File: src/logic/acirq_params.svh
// Register offsets, field positions, reset values and the high-pass filter shift of the accelerometer readout block.
`ifndef ACIRQ_PARAMS_SVH
`define ACIRQ_PARAMS_SVH

`define ACIRQ_ADDR_IDENTITY      8'h0F
`define ACIRQ_ADDR_IRQ_CTRL      8'h22
`define ACIRQ_ADDR_FILTER_SETTLE 8'h23
`define ACIRQ_ADDR_STATUS        8'h27
`define ACIRQ_ADDR_ACCEL_X       8'h29
`define ACIRQ_ADDR_ACCEL_Y       8'h2B
`define ACIRQ_ADDR_ACCEL_Z       8'h2D

// Arbitrary neutral identification value.
`define ACIRQ_IDENTITY_VALUE     8'h5A

`define ACIRQ_CTRL_RESET         8'h00
`define ACIRQ_CTRL_POL_BIT       7
`define ACIRQ_CTRL_DRV_BIT       6
`define ACIRQ_CTRL_SELB_MSB      5
`define ACIRQ_CTRL_SELB_LSB      3
`define ACIRQ_CTRL_SELA_MSB      2
`define ACIRQ_CTRL_SELA_LSB      0

`define ACIRQ_SEL_NONE           3'h0
`define ACIRQ_SEL_MOTION_A       3'h1
`define ACIRQ_SEL_MOTION_B       3'h2
`define ACIRQ_SEL_MOTION_AB      3'h3
`define ACIRQ_SEL_SAMPLE_READY   3'h4

`define ACIRQ_AXIS_EN_RESET      3'h7
`define ACIRQ_HP_SHIFT           3

`endif

File: src/logic/acirq_pkg.sv
// Types shared by the accelerometer readout block and its submodules.
package acirq_pkg;

    // Interrupt pin control fields, most significant first.
    typedef struct packed {
        logic       irqPolarityLow;
        logic       irqDriveType;
        logic [2:0] pinBSourceSel;
        logic [2:0] pinASourceSel;
    } acirq_ctrl_t;

    // Host register access port.
    typedef struct packed {
        logic       rd;
        logic       wr;
        logic [7:0] addr;
        logic [7:0] wdata;
    } acirq_req_t;

    // State of the readout top.
    typedef struct packed {
        logic [2:0][7:0] axisOut;
        logic [2:0][7:0] hpDc;
        logic [2:0]      newSample;
        logic [2:0]      overrun;
        logic [2:0]      readMask;
        logic            allNewSample;
        logic            allOverrun;
        logic            allPrev;
        logic            genTick;
        acirq_ctrl_t     ctrl;
        logic [7:0]      rdata;
        logic            rdValid;
    } acirq_state_t;

    // State of one pin driver.
    typedef struct packed {
        logic pinOut;
        logic pinOe;
    } acirq_pin_state_t;

    // State of one motion generator.
    typedef struct packed {
        logic [7:0] source;
        logic       irq;
    } acirq_motion_state_t;

endpackage : acirq_pkg

File: src/logic/acirq_pin_drive.sv
// Interrupt pin source selection, polarity and pad drive type.
`timescale 1ns/1ps
`include "acirq_params.svh"

module acirq_pin_drive (
    input  wire logic       clk,
    input  wire logic       resetn,
    input  wire logic [2:0] sourceSel,
    input  wire logic       irqPolarityLow,
    input  wire logic       irqDriveType,
    input  wire logic       motionIrqA,
    input  wire logic       motionIrqB,
    input  wire logic       sampleReadySignal,
    output logic            pinOut,
    output logic            pinOe
);

    acirq_pkg::acirq_pin_state_t s_q;
    acirq_pkg::acirq_pin_state_t s_d;
    logic active;
    logic level;

    // Pick the source; unused codes fall back to the idle level like code zero.
    always_comb
    begin
        case (sourceSel)
            `ACIRQ_SEL_MOTION_A:     active = motionIrqA;
            `ACIRQ_SEL_MOTION_B:     active = motionIrqB;
            `ACIRQ_SEL_MOTION_AB:    active = motionIrqA | motionIrqB;
            `ACIRQ_SEL_SAMPLE_READY: active = sampleReadySignal;
            default:                 active = 1'b0;
        endcase
        level = active ^ irqPolarityLow;
        s_d   = s_q;
        // Open drain only ever pulls low, so several pads can share one line.
        if (irqDriveType)
        begin
            s_d.pinOut = 1'b0;
            s_d.pinOe  = ~level;
        end
        else
        begin
            s_d.pinOut = level;
            s_d.pinOe  = 1'b1;
        end
    end

    // Register the pad controls so the pins never glitch on selector changes.
    always_ff @(posedge clk or negedge resetn)
    begin
        if (!resetn)
            s_q <= '{pinOut: 1'b0, pinOe: 1'b1};
        else
            s_q <= s_d;
    end

    assign pinOut = s_q.pinOut;
    assign pinOe  = s_q.pinOe;
endmodule : acirq_pin_drive

File: src/logic/acirq_motion_gen.sv
// One motion interrupt generator: threshold compare and event source register.
`timescale 1ns/1ps

module acirq_motion_gen (
    input  wire logic            clk,
    input  wire logic            resetn,
    input  wire logic            tick,
    input  wire logic [2:0]      axisEnable,
    input  wire logic [2:0][7:0] axisData,
    input  wire logic [6:0]      threshold,
    output logic                 motionIrq,
    output logic [7:0]           motionSource
);

    acirq_pkg::acirq_motion_state_t s_q;
    acirq_pkg::acirq_motion_state_t s_d;
    logic [5:0] flags;

    // Compare each enabled axis magnitude against the threshold, low/high per axis.
    always_comb
    begin
        logic [7:0] mag;
        mag   = 8'h00;
        flags = 6'h00;
        for (int i = 0; i < 3; i++)
        begin
            mag = axisData[i][7] ? 8'(-axisData[i]) : axisData[i];
            flags[2*i+1] = axisEnable[i] & (mag >= {1'b0, threshold});
            flags[2*i]   = axisEnable[i] & (mag <  {1'b0, threshold});
        end
        s_d = s_q;
        // The generator output loads its own event source register.
        if (tick)
        begin
            s_d.irq    = |{flags[5], flags[3], flags[1]};
            s_d.source = {1'b0, s_d.irq, flags};
        end
    end

    always_ff @(posedge clk or negedge resetn)
    begin
        if (!resetn)
            s_q <= '0;
        else
            s_q <= s_d;
    end

    assign motionIrq    = s_q.irq;
    assign motionSource = s_q.source;

endmodule : acirq_motion_gen

File: src/logic/acirq_top.sv
// Accelerometer readout: status flags, output registers, filter settle and interrupt routing.
//
// Contract
// - Polarity bit 0 drives active interrupt high; 1 drives it low.
// - Drive-type bit selects push-pull at 0, open-drain at 1.
// - Each pin has 3-bit selector: idle, motion A, motion B, both, data-ready.
// - Two independent motion generators, either routable to either pin.
// - Each generator uses raw data, or high-passed data when its select bit is set.
// - Generator outputs load their own event source registers.
// - Identity register always reads a fixed code.
// - Combined new-sample flag sets when all enabled axes fresh, clears after all read.
// - Axis new-sample flag sets on new sample, clears on that axis read.
// - Axis new-sample flag can only set while that axis is enabled.
// - Status bits: all overrun, Z, Y, X overrun, all new, Z, Y, X new.
// - Axis outputs are 8-bit read-only registers at 29h, 2Bh, 2Dh.
// - Reading the settle location zeroes the high-pass output at once.
// - Pin control register holds polarity, drive type and two selectors, reset zero.
// - Axis enable bits, reset one, gate the new-sample indication per axis; the code takes them from the axisEnable input, with no reset of its own.
`timescale 1ns/1ps
`include "acirq_params.svh"

module acirq_top #(
    parameter logic [7:0] IDENTITY = `ACIRQ_IDENTITY_VALUE
) (
    input  wire logic            clk,
    input  wire logic            resetn,
    input  wire logic            regRd,
    input  wire logic            regWr,
    input  wire logic [7:0]      regAddr,
    input  wire logic [7:0]      regWdata,
    output logic [7:0]           regRdata,
    output logic                 regRdValid,
    input  wire logic [2:0]      sampleStrobe,
    input  wire logic [2:0][7:0] sampleData,
    input  wire logic [2:0]      axisEnable,
    input  wire logic            hpSelectMotionA,
    input  wire logic            hpSelectMotionB,
    input  wire logic [6:0]      motionAThreshold,
    input  wire logic [6:0]      motionBThreshold,
    output logic [7:0]           motionASource,
    output logic [7:0]           motionBSource,
    output logic                 irqPinAOut,
    output logic                 irqPinAOe,
    output logic                 irqPinBOut,
    output logic                 irqPinBOe
);

    acirq_pkg::acirq_req_t   req;
    acirq_pkg::acirq_state_t s_q;
    acirq_pkg::acirq_state_t s_d;
    logic [2:0]              axisRead;
    logic [2:0]              accepted;
    logic [2:0][7:0]         hpData;
    logic [2:0][7:0]         motionAData;
    logic [2:0][7:0]         motionBData;
    logic                    motionIrqA;
    logic                    motionIrqB;
    logic                    allFresh;
    logic                    allRead;
    logic                    settleRead;

    assign req = '{rd: regRd, wr: regWr, addr: regAddr, wdata: regWdata};

    // Decode the reads that have side effects.
    assign axisRead[0] = req.rd && req.addr == `ACIRQ_ADDR_ACCEL_X;
    assign axisRead[1] = req.rd && req.addr == `ACIRQ_ADDR_ACCEL_Y;
    assign axisRead[2] = req.rd && req.addr == `ACIRQ_ADDR_ACCEL_Z;
    assign settleRead  = req.rd && req.addr == `ACIRQ_ADDR_FILTER_SETTLE;
    assign accepted    = sampleStrobe & axisEnable;

    // High-pass output per axis, and the data each generator consumes.
    genvar g;
    generate
        for (g = 0; g < 3; g++)
        begin : g_axis
            assign hpData[g]      = 8'(s_q.axisOut[g] - s_q.hpDc[g]);
            assign motionAData[g] = hpSelectMotionA ? hpData[g] : s_q.axisOut[g];
            assign motionBData[g] = hpSelectMotionB ? hpData[g] : s_q.axisOut[g];
        end
    endgenerate

    // Next state of flags, data, filter and register file.
    always_comb
    begin
        logic [2:0] readNext;
        readNext  = 3'h0;
        s_d       = s_q;
        s_d.genTick = |accepted;
        // Per-axis flags: a new sample in the same cycle as a read wins.
        for (int i = 0; i < 3; i++)
        begin
            if (axisRead[i])
            begin
                s_d.newSample[i] = 1'b0;
                s_d.overrun[i]   = 1'b0;
            end
            if (accepted[i])
            begin
                s_d.axisOut[i]   = sampleData[i];
                s_d.overrun[i]   = s_q.newSample[i] & ~axisRead[i] | s_d.overrun[i];
                s_d.newSample[i] = 1'b1;
                // Leaky dc tracker; the shift trades settling speed for ripple.
                s_d.hpDc[i] = 8'(s_q.hpDc[i] + 8'($signed(8'(sampleData[i] - s_q.hpDc[i])) >>> `ACIRQ_HP_SHIFT));
            end
            else if (settleRead)
            begin
                s_d.hpDc[i] = s_q.axisOut[i];
            end
        end
        // Read tracking restarts with every accepted sample on any axis.
        readNext = (|accepted) ? axisRead & ~accepted : s_q.readMask | axisRead;
        s_d.readMask = readNext;
        allRead  = (|axisRead) && (&((s_q.readMask | axisRead) | ~axisEnable));
        allFresh = (|axisEnable) && (&(s_d.newSample | ~axisEnable));
        s_d.allPrev = allFresh;
        if (allRead)
        begin
            s_d.allNewSample = 1'b0;
            s_d.allOverrun   = 1'b0;
        end
        if (allFresh && !s_q.allPrev)
            s_d.allNewSample = 1'b1;
        if (|(accepted & s_q.newSample & ~axisRead))
            s_d.allOverrun = 1'b1;
        // Register write port; only the pin control register is writable.
        if (req.wr && req.addr == `ACIRQ_ADDR_IRQ_CTRL)
            s_d.ctrl = acirq_pkg::acirq_ctrl_t'(req.wdata);
        // Read data is returned one cycle after the read strobe.
        s_d.rdValid = req.rd;
        s_d.rdata   = 8'h00;
        if (req.rd)
        begin
            case (req.addr)
                `ACIRQ_ADDR_IDENTITY: s_d.rdata = IDENTITY;
                `ACIRQ_ADDR_IRQ_CTRL: s_d.rdata = s_q.ctrl;
                `ACIRQ_ADDR_STATUS:   s_d.rdata = {s_q.allOverrun, s_q.overrun[2], s_q.overrun[1],
                                                   s_q.overrun[0], s_q.allNewSample, s_q.newSample[2],
                                                   s_q.newSample[1], s_q.newSample[0]};
                `ACIRQ_ADDR_ACCEL_X:  s_d.rdata = s_q.axisOut[0];
                `ACIRQ_ADDR_ACCEL_Y:  s_d.rdata = s_q.axisOut[1];
                `ACIRQ_ADDR_ACCEL_Z:  s_d.rdata = s_q.axisOut[2];
                default:              s_d.rdata = 8'h00;
            endcase
        end
    end

    // Single register stage for the whole readout state.
    always_ff @(posedge clk or negedge resetn)
    begin
        if (!resetn)
        begin
            s_q      <= '0;
            s_q.ctrl <= `ACIRQ_CTRL_RESET;
        end
        else
        begin
            s_q <= s_d;
        end
    end

    assign regRdata   = s_q.rdata;
    assign regRdValid = s_q.rdValid;

    // Two independent generators, each fed by its own data path.
    acirq_motion_gen u_motion_a (
        .clk          (clk),
        .resetn       (resetn),
        .tick         (s_q.genTick),
        .axisEnable   (axisEnable),
        .axisData     (motionAData),
        .threshold    (motionAThreshold),
        .motionIrq    (motionIrqA),
        .motionSource (motionASource)
    );

    acirq_motion_gen u_motion_b (
        .clk          (clk),
        .resetn       (resetn),
        .tick         (s_q.genTick),
        .axisEnable   (axisEnable),
        .axisData     (motionBData),
        .threshold    (motionBThreshold),
        .motionIrq    (motionIrqB),
        .motionSource (motionBSource)
    );

    // Both pins share polarity and drive type but select independently.
    acirq_pin_drive u_pin_a (
        .clk               (clk),
        .resetn            (resetn),
        .sourceSel         (s_q.ctrl.pinASourceSel),
        .irqPolarityLow    (s_q.ctrl.irqPolarityLow),
        .irqDriveType      (s_q.ctrl.irqDriveType),
        .motionIrqA        (motionIrqA),
        .motionIrqB        (motionIrqB),
        .sampleReadySignal (s_q.allNewSample),
        .pinOut            (irqPinAOut),
        .pinOe             (irqPinAOe)
    );

    acirq_pin_drive u_pin_b (
        .clk               (clk),
        .resetn            (resetn),
        .sourceSel         (s_q.ctrl.pinBSourceSel),
        .irqPolarityLow    (s_q.ctrl.irqPolarityLow),
        .irqDriveType      (s_q.ctrl.irqDriveType),
        .motionIrqA        (motionIrqA),
        .motionIrqB        (motionIrqB),
        .sampleReadySignal (s_q.allNewSample),
        .pinOut            (irqPinBOut),
        .pinOe             (irqPinBOe)
    );
endmodule : acirq_top

File: config.mk
export PLATFORM = sky130hd
export DESIGN_NAME = acirq_top
export DESIGN_NICKNAME = d
export VERILOG_FILES = /design/src/logic/acirq_pkg.sv /design/src/logic/acirq_pin_drive.sv /design/src/logic/acirq_motion_gen.sv /design/src/logic/acirq_top.sv
export VERILOG_INCLUDE_DIRS = /design/src /design/src/logic
export SDC_FILE = /design/constraint.sdc
export NUM_CORES = 1
export LEC_CHECK = 0
export BUFFER_PORTS_ARGS = -buffer_cell sky130_fd_sc_hd__buf_2
export CORE_MARGIN = 10
export CORE_UTILIZATION = 45
export CTS_BUF_LIST = sky130_fd_sc_hd__clkbuf_4
export DETAILED_ROUTE_END_ITERATION = 8
export MAX_ROUTING_LAYER = met4
export PLACE_DENSITY = 0.67
export SLEW_MARGIN = 20
export SYNTH_ARGS = -nofsm -noshare
export SYNTH_HDL_FRONTEND = slang
export SYNTH_SLANG_ARGS = --single-unit
export TNS_END_PERCENT = 20
File: constraint.sdc
create_clock -name clk -period 3.8 [get_ports clk]
set_clock_uncertainty 0.05 [all_clocks]
set_input_delay 0.76 -clock clk [delete_from_list [all_inputs] [get_ports clk]]
set_output_delay 0.76 -clock clk [all_outputs]
set_load 0.05 [all_outputs]
* After elaboration in Yosys (flattened, before gate mapping)
Index checks and enable logic that the tools add are counted.
** Operators by class
- Reductions and logical operators :: 22
- Add/subtract/negate cells :: 15
- Equal/unequal tests :: 15
- Bitwise logic cells :: 36
- Magnitude comparators :: 12
- Mux-type cells :: 40
** Operators by type and width (number)
- $mux W8 :: 19
- $eq A8 B6 Y1 const B :: 6
- $ge A8 B7 Y1 :: 6
- $lt A8 B7 Y1 :: 6
- $neg A8 Y8 :: 6
- $pmux W8 S6 :: 1
- $sub A8 B8 Y8 :: 6
- $add A8 B8 Y8 :: 3
- $reduce_or A3 Y1 :: 6
- $and A1 B1 Y1 :: 15
- $mux W1 :: 14
- $and A3 B3 Y3 :: 4
- $eq A3 B2 Y1 const B :: 4
- $reduce_bool A2 Y1 :: 5
- $not A3 Y3 :: 3
- $or A3 B3 Y3 :: 3
- $eq A8 B4 Y1 const B :: 1
- $logic_and A1 B1 Y1 :: 8
- $pmux W1 S4 :: 2
- $eq A3 B1 Y1 const B :: 2
- $eq A3 B3 Y1 const B :: 2
- $mux W2 :: 3
- $reduce_and A3 Y1 :: 2
- $not A1 Y1 :: 5
- 4 further kinds :: 8
** Word-level totals
- Flip-flop bits (word level) :: 98
- Word-level logic and storage cells :: 167

* Longest topological paths before layout
Gate-level depths: netlist of the first run.
- Depth after elaboration :: 9
- Depth in mapped cells :: 18

* Hierarchy
From an unflattened synthesis of the first run, not the netlist that was laid out.
** Second synthesis, totals
- Cells, all modules :: 1060
- Area, all modules :: 9419.0 um2
** By module, submodules not included
- acirq_top :: area each 6811.5 um2, times used 1, cells each 748, seq. area each 1951.9 um2
- acirq_motion_gen :: area each 1188.6 um2, times used 2, cells each 145, seq. area each 175.2 um2
- acirq_pin_drive :: area each 115.1 um2, times used 2, cells each 11, seq. area each 51.3 um2

* Least setup slack after synthesis of the first run
No wires, ideal clock.
- Path type :: input to register
- Start :: input port sampleData[17] in the netlist's numbering
- End :: register s_q[53] in the netlist's numbering
- Buffers on the path :: 0
- Arrival :: 3461 ps
- Stages on the path :: 15
- Library setup time :: 84 ps
- Setup slack :: 205 ps
- Cells stage by stage :: ha_1 > a21o_1 > a21oi_1 > nor2b_1 > nor2_1 > xnor2_1 > ha_1 > a21o_1 > a21oi_1 > nor2b_1 > o21a_1 > o41a_1 > xnor2_1 > a31oi_1 > a21boi_0
** On the way
- Word-level cells in the longest chain between the ends :: 3
** Ends and longest elaborated chain
- start, declared :: line acirq_top.sv:34 : input wire logic [2:0][7:0] sampleData,
- $sub A8 B8 Y8 :: line acirq_top.sv:103 : s_d.hpDc[i] = 8'(s_q.hpDc[i] + 8'($signed(8'(sampleData[i] - s_q.hpDc[i])) >>> `ACIRQ_HP_SHIFT));
- $add A8 B8 Y8 :: line acirq_top.sv:103
- $mux W8 :: line acirq_top.sv:97 : if (accepted[i])
- end, declared :: line acirq_top.sv:49 : acirq_pkg::acirq_state_t s_q;
No other way between the ends.
A chain may end at the register's enable or synchronous reset.

* Final worst setup path of the first run
- Start :: register s_q[42] in the netlist's numbering
- End :: register u_motion_a.s_q (netlist bit u_motion_a.motionIrq)
** On the way
- Word-level cells in the longest chain between the ends :: 7
** Ends and longest elaborated chain
- $sub A8 B8 Y8 (*) :: line acirq_top.sv:76 : assign hpData[g] = 8'(s_q.axisOut[g] - s_q.hpDc[g]);
- $mux W8 (*) :: line acirq_top.sv:77 : assign motionAData[g] = hpSelectMotionA ? hpData[g] : s_q.axisOut[g];
- $neg A8 Y8 :: line acirq_motion_gen.sv:27 : mag = axisData[i][7] ? 8'(-axisData[i]) : axisData[i];
- $mux W8 (*) :: line acirq_motion_gen.sv:27
- $ge A8 B7 Y1 (*) :: line acirq_motion_gen.sv:28 : flags[2*i+1] = axisEnable[i] & (mag >= {1'b0, threshold});
- $and A1 B1 Y1 (*) :: line acirq_motion_gen.sv:28
- $reduce_or A3 Y1 (*) :: line acirq_motion_gen.sv:35 : s_d.irq = |{flags[5], flags[3], flags[1]};
- end signal, assigned :: line acirq_motion_gen.sv:43 : s_q <= '0;
- end signal, assigned :: line acirq_motion_gen.sv:45 : s_q <= s_d;
- end, declared :: line acirq_motion_gen.sv:15 : acirq_pkg::acirq_motion_state_t s_q;
Mark *: on every way between the ends. The rest lies on a longest branch, timed or not.

==> metrics.txt, run 1 <==
Final Net Count 1468; Max rail drop VDD 506 uV; H-tree depth 3; Yosys reg bits 96; Core Area 20900 um2; startpoint types flop; Worst R2R Start s_q[42]; pin count of the biggest net entering global routing 73; Final setup viols 0; post-route design area 10800 um2; fin cells 1571; wire length after detailed routing 27500 um; Crit. Startpoint s_q[42]; total power 9880 uW; Starting DRT DRC Count 601; arrival time at the worst endpoint 4.01 ns; DR vias/cell 5.64; die area 27300 um2; CTS Root Cell clkbuf_4; antenna violation net count after detailed routing 0; register area share after synthesis 25.3%; I/O pins 95; GR Overflow Total 0; placed insts 1543; Slew @ Worst Pin 0.970 ns; CTS clock-pin slew for the worst setup and hold paths 0.19 ns; layout cells sized above 1 18.0%; Synth Flop Type dfrtp_1; minimum clock period 3.65 ns; TritonCTS clock tree done; Max Fclk 274 MHz; area delta synth->final 13.8%; worst skew pair latency 0.52 ns; Slew Limit Headroom 35.4%; Die Ht 165 um; PD cells 913 nW/um2; Post-synth EDFFs 0; outcome complete, no violations; Final Hold Violating Endpoints 0; initial core utilization 45.5%; HP Class in -> async; die width 165 um; hpwl dp 21900 um; Port Buffers 92; antenna violations before repair 3; Max Fanout on Critical Path 8; Data required, critical path 4.16 ns; TritonRoute pass-1 iters 5; Max Slew Vio Count 0; vias in the first global route 8494; Syn. warnings 0; Final Util 51.8%; Mapped Cells 1164; # rows 53; Placement Cell Area 10500 um2; syn avg cell area 8.16 um2; Post-synth ARST share 100%; RSZ-0062 raised after global routing yes; Via Count 8860; residual DRC count 0; first-pass GRT wire length 43900 um; GP Congestion 0.924; final worst-path cycle share 96.1%; Crit Path Category reg -> reg; CTS sink cnt 96; CP Capture Type flop; LEAKAGE 0.00522 uW; Max Cap Viol 0; Total GRT Usage 20.5%; total CTS buffers 9; per-cell routed wire length 17.5 um; Yosys cell types 83; post-synthesis instance area 9500 um2; deepest clock path buffer count 2
-- layout make-up --
| cell class | count | area, um2 |
|---|---|---|
| Fill cell | 1996 | 10100 |
| Multi-Input combinational cell | 939 | 6590 |
| Sequential cell | 96 | 2410 |
| Timing Repair Buffer | 170 | 1050 |
| Tap cell | 275 | 344 |
| Inverter | 72 | 270 |
| Clock inverter | 7 | 81.3 |
| Clock buffer | 9 | 67.6 |
| Antenna cell | 3 | 7.51 |
-- synth_stat cells (all sizes together) (5+ instances only) --
cell | n | area share, %
fa | 6 | 1.3
o31ai | 9 | 0.71
xnor2 | 56 | 5.2
and3 | 22 | 1.5
nand3 | 27 | 1.4
mux2 | 8 | 0.95
xor2 | 16 | 1.5
o21a | 9 | 0.71
a221oi | 5 | 0.46
o21ai | 65 | 3.4
o31a | 10 | 0.92
o22ai | 8 | 0.53
and2 | 8 | 0.53
nand4 | 11 | 0.72
ha | 108 | 14
nor2b | 27 | 1.8
nor3 | 25 | 1.3
mux2i | 21 | 2.2
a21oi | 65 | 3.4
inv | 69 | 2.7
a31oi | 37 | 2.4
a21boi | 8 | 0.63
nor2 | 83 | 3.3
o211ai | 8 | 0.78
buf | 23 | 1.9
nand2b | 13 | 0.86
nand2 | 161 | 6.4
clkbuf | 35 | 1.7
dfrtp | 94 | 25
a211oi | 6 | 0.47
a21o | 30 | 2.4
nand3b | 7 | 0.55
-- flip-flops by register name (all words and copies together) (netlist names) --
register and count:
u_motion_b.motionSource 6, u_pin_a.pinOe 1, u_pin_b.pinOe 1, u_pin_b.pinOut 1, regRdata 8, u_motion_a.motionIrq 1, regRdValid 1, u_pin_a.pinOut 1
u_motion_a.motionSource 6, u_motion_b.motionIrq 1, s_q 69
-- stage by stage --
| stage | setup slack, ns | hold slack, ns | setup TNS (ns) |
|---|---|---|---|
| after floorplan | 0.205 | 0.395 | 0 |
| after global placement | 0.0677 | 0.410 | 0 |
| after detailed placement | -0.00445 | 0.413 | -0.00445 |
| after CTS | 0.0118 | 0.328 | 0 |
| after global routing | -0.0596 | 0.358 | -0.108 |
| final | 0.148 | 0.306 | 0 |
-- what timing repair did --
| action | 4_1_cts | 5_1_grt |
|---|---|---|
| hold buffers | 0 | 0 |
| setup endpoints to repair | 0 | 12 |
| setup buffers | 0 | 9 |
| resized for setup | 0 | 28 |
-- cell families (layout without fill, tap and decap cells) --
kind of cell / after synthesis / after routing / synth area share [%]
and+or+nand+nor: 416 / 416 / 21.0
adders and majority gates: 114 / 114 / 15.5
muxes: 29 / 29 / 3.16
DFF: 96 / 96 / 25.3
AOI/OAI and AO/OA: 306 / 306 / 21.9
other: 1 / 5 / 0.0395
xor gates and xnor gates: 72 / 72 / 6.64
buffers and inverters: 130 / 258 / 6.46
-- final timing paths --
path,depth (start not counted),slack [ns],endpoint
worst max register to register,15,0.15,u_motion_a.motionIrq
max in group asynchronous,2,2.56,u_pin_b.pinOe
min in group clk,3,0.38,s_q[56]
worst min register to register,2,0.45,s_q[20]
worst min-delay path,1,0.31,u_motion_a.motionSource[0]
worst max-delay path,15,0.15,u_motion_a.motionIrq
-- cells in the final DEF (no fill, tap or decap), types with 5 or more instances in the layout --
master / count
a21o_1: 27
o211ai_1: 7
xor2_1: 15
xnor2_1: 56
buf_2: 91
nor2_1: 82
mux2_2: 8
a21oi_2: 6
and3_1: 21
nor2b_1: 27
nand4_1: 11
clkbuf_4: 9
a221oi_1: 5
inv_1: 68
o31ai_1: 7
buf_4: 79
o22ai_1: 8
o31a_1: 10
a31oi_1: 36
o21ai_0: 61
nand2b_1: 13
ha_1: 108
nand3_1: 27
nand2_1: 161
dfrtp_1: 92
a21boi_0: 8
mux2i_1: 21
fa_1: 6
and2_1: 8
nand3b_1: 7
o21a_1: 9
a21oi_1: 59
nor3_1: 25
-- critical path, cell delays in order, from the launching register on --
cell       delay (ns)
dfrtp_1          0.43
inv_1            0.09
ha_1             0.25
or4_4            0.56
or2_4            0.26
a32oi_1          0.17
o211ai_1         0.12
buf_4            0.19
a31oi_1          0.18
xnor2_1          0.16
ha_1             0.27
a21o_1           0.18
a21oi_1          0.13
o31ai_1          0.12
o211ai_1         0.24
o2111ai_1        0.14
-- power breakdown --
| group | switching [uW] | internal [uW] | leakage (uW) | total (uW) |
|---|---|---|---|---|
| logic | 4230 | 3550 | 0.00398 | 7790 |
| clock network | 455 | 160 | 0.0000805 | 616 |
| registers | 218 | 1260 | 0.00115 | 1480 |
| total | 4900 | 4980 | 0.00522 | 9880 |
-- metal layers --
metal,track usage (%),part of all wire (%)
met1,27.4,48
met4,5.79,2.0
met2,31.4,44
met5,-,0
met3,3.35,5.8
Note: power is estimated with default switching activity, not from simulation.
==> inputs of run 2 (changes only) <==
- PLACE_DENSITY: 0.67 -> 0.65
==> metrics.txt, run 2 (synthesis results as in run 1) <==
# rows 53; Total GRT Usage 20.0%; H-tree depth 3; outcome complete, no violations; antenna violations before repair 2; fillcell total 2056; wire length after detailed routing 27500 um; CP Capture Type flop; Starting DRT DRC Count 778; sequential power share 15.1%; Final Hold Violating Endpoints 0; deepest clock path buffer count 2; GR Overflow Total 0; hpwl dp 21900 um; Max Fclk 271 MHz; LEAKAGE 0.00520 uW; Crit Path Category reg -> reg; Internal Power 5000 uW; Final Util 51.7%; DR vias/cell 5.59; clock group share of total power 6.7%; RSZ-0062 raised after global routing yes; Data required, critical path 4.13 ns; initial core utilization 45.5%; CTS sink cnt 96; total CTS buffers 9; Max Slew Vio Count 0; GP Congestion 0.910; vias in the first global route 8160; residual DRC count 0; Sw Share 49.2%; placed insts 1544; first-pass GRT wire length 43100 um; TritonCTS clock tree done; area of the multi-input gates 6600 um2; total power 9860 uW; Final Net Count 1463; most frequent cells in the layout 160 x nand2_1, 105 x ha_1, 93 x dfrtp_1; antenna violation net count after detailed routing 0; layout cells sized above 1 17.7%; Top reg by flops s_q; final worst-path cycle share 97.0%; Slew @ Worst Pin 0.918 ns; TritonRoute pass-1 iters 5; I/O pins 95; Core Area 20900 um2; CTS Hold Bufs 0; Slew Limit Headroom 38.7%; area delta synth->final 13.7%; worst skew pair latency 0.51 ns; HP Class in -> async; die width 165 um; startpoint types flop; per-cell routed wire length 17.6 um; minimum clock period 3.69 ns; arrival time at the worst endpoint 4.01 ns; Final setup viols 0; pin count of the biggest net entering global routing 60; Net Sw Power 4860 uW; fin cells 1565; die area 27300 um2; Die Ht 165 um; Comb pwr share 78.2%; Max Cap Viol 0; CTS clock-pin slew for the worst setup and hold paths 0.20 ns; storage element area 2410 um2; max reg flops 69; reg2reg setup slack 0.11 ns; most common cell after layout, fill and taps aside nand2_1; Via Count 8755; CTS Root Cell clkbuf_4; PD cells 913 nW/um2; Port Buffers 92; Max rail drop VDD 384 uV; Max Fanout on Critical Path 8
==> run 2: cell types whose count changed in the layout (fill, tap and decap cells not counted), moves of 2 or more <==
cell       before  now
a2111oi_1       2    0
a2111oi_2       0    2
a21oi_1        59   62
a21oi_2         6    3
buf_4          79   74
ha_1          108  105
ha_2            0    2
inv_6           2    0
o21ai_0        61   63
==> run 2: worst paths after layout <==
path,start,endpoint,cells past startpoint
max in group asynchronous,resetn,s_q[73],2
setup / recovery,s_q[43],u_motion_a.motionIrq,15
hold reg to reg,u_motion_b.motionSource[5],u_motion_b.motionSource[5],2
min in group clk,sampleData[13],s_q[67],3
setup reg to reg,s_q[43],u_motion_a.motionIrq,15
hold / removal,resetn,u_motion_b.motionSource[0],1
==> run 2: critical path, cell delays in order (launching register included) <==
cell and delay [ns]:
dfrtp_1 0.44, inv_1 0.09, ha_1 0.24, or4_4 0.53, or2_4 0.26, a32oi_1 0.17, o211ai_1 0.12, buf_4 0.18
a31oi_1 0.17, xnor2_1 0.14, ha_1 0.26, a21o_1 0.18, a21oi_1 0.13, o31ai_1 0.12, o211ai_1 0.30, o2111ai_1 0.16
==> run 2: per-stage QoR <==
stage | setup WS (ns) | hold slack (ns) | setup TNS, ns | cell area [um2]
after floorplan | 0.205 | 0.395 | 0 | 9510
after global placement | 0.0493 | 0.411 | 0 | 10500
after detailed placement | -0.0312 | 0.416 | -0.0434 | 10500
after CTS | 0.0539 | 0.281 | 0 | 10700
after global routing | -0.0236 | 0.317 | -0.0297 | 10800
final | 0.112 | 0.277 | 0 | 10800
==> run 2: power by group through the flow <==
stage / registers [uW] / logic [uW] / clock network (uW)
final: 1490 / 7710 / 656
after global routing: 1530 / 8610 / 718
after CTS: 1490 / 7520 / 673
after detailed placement: 1510 / 7460 / 0
after global placement: 1500 / 7310 / 0
after floorplan: 1620 / 5570 / 0
==> run 2: final cells by class <==
type	count	share of cell area [%]
diodes	2	0.0463
clock buffers	9	0.625
clock inverters	7	0.938
inverters	72	2.50
multi-input cells	939	61.1
flip-flops and latches	96	22.3
well taps	275	3.19
repair buffers	165	9.36
==> run 2: per-layer routing <==
layer	global-route usage [%]	up-vias	wire (um)
li1	-	4393	-
met1	27.8	4096	13000
met2	30.4	246	12300
met3	3.02	20	1850
met4	4.07	0	297
met5	-	-	0
==> run 2: timing repair <==
item / in CTS / in global routing
resized for setup: 2 / 24
setup buffers: 0 / 3
hold endpoints to repair: 0 / 0
pin swaps: 0 / 3
endpoints found under the setup margin: 2 / 10
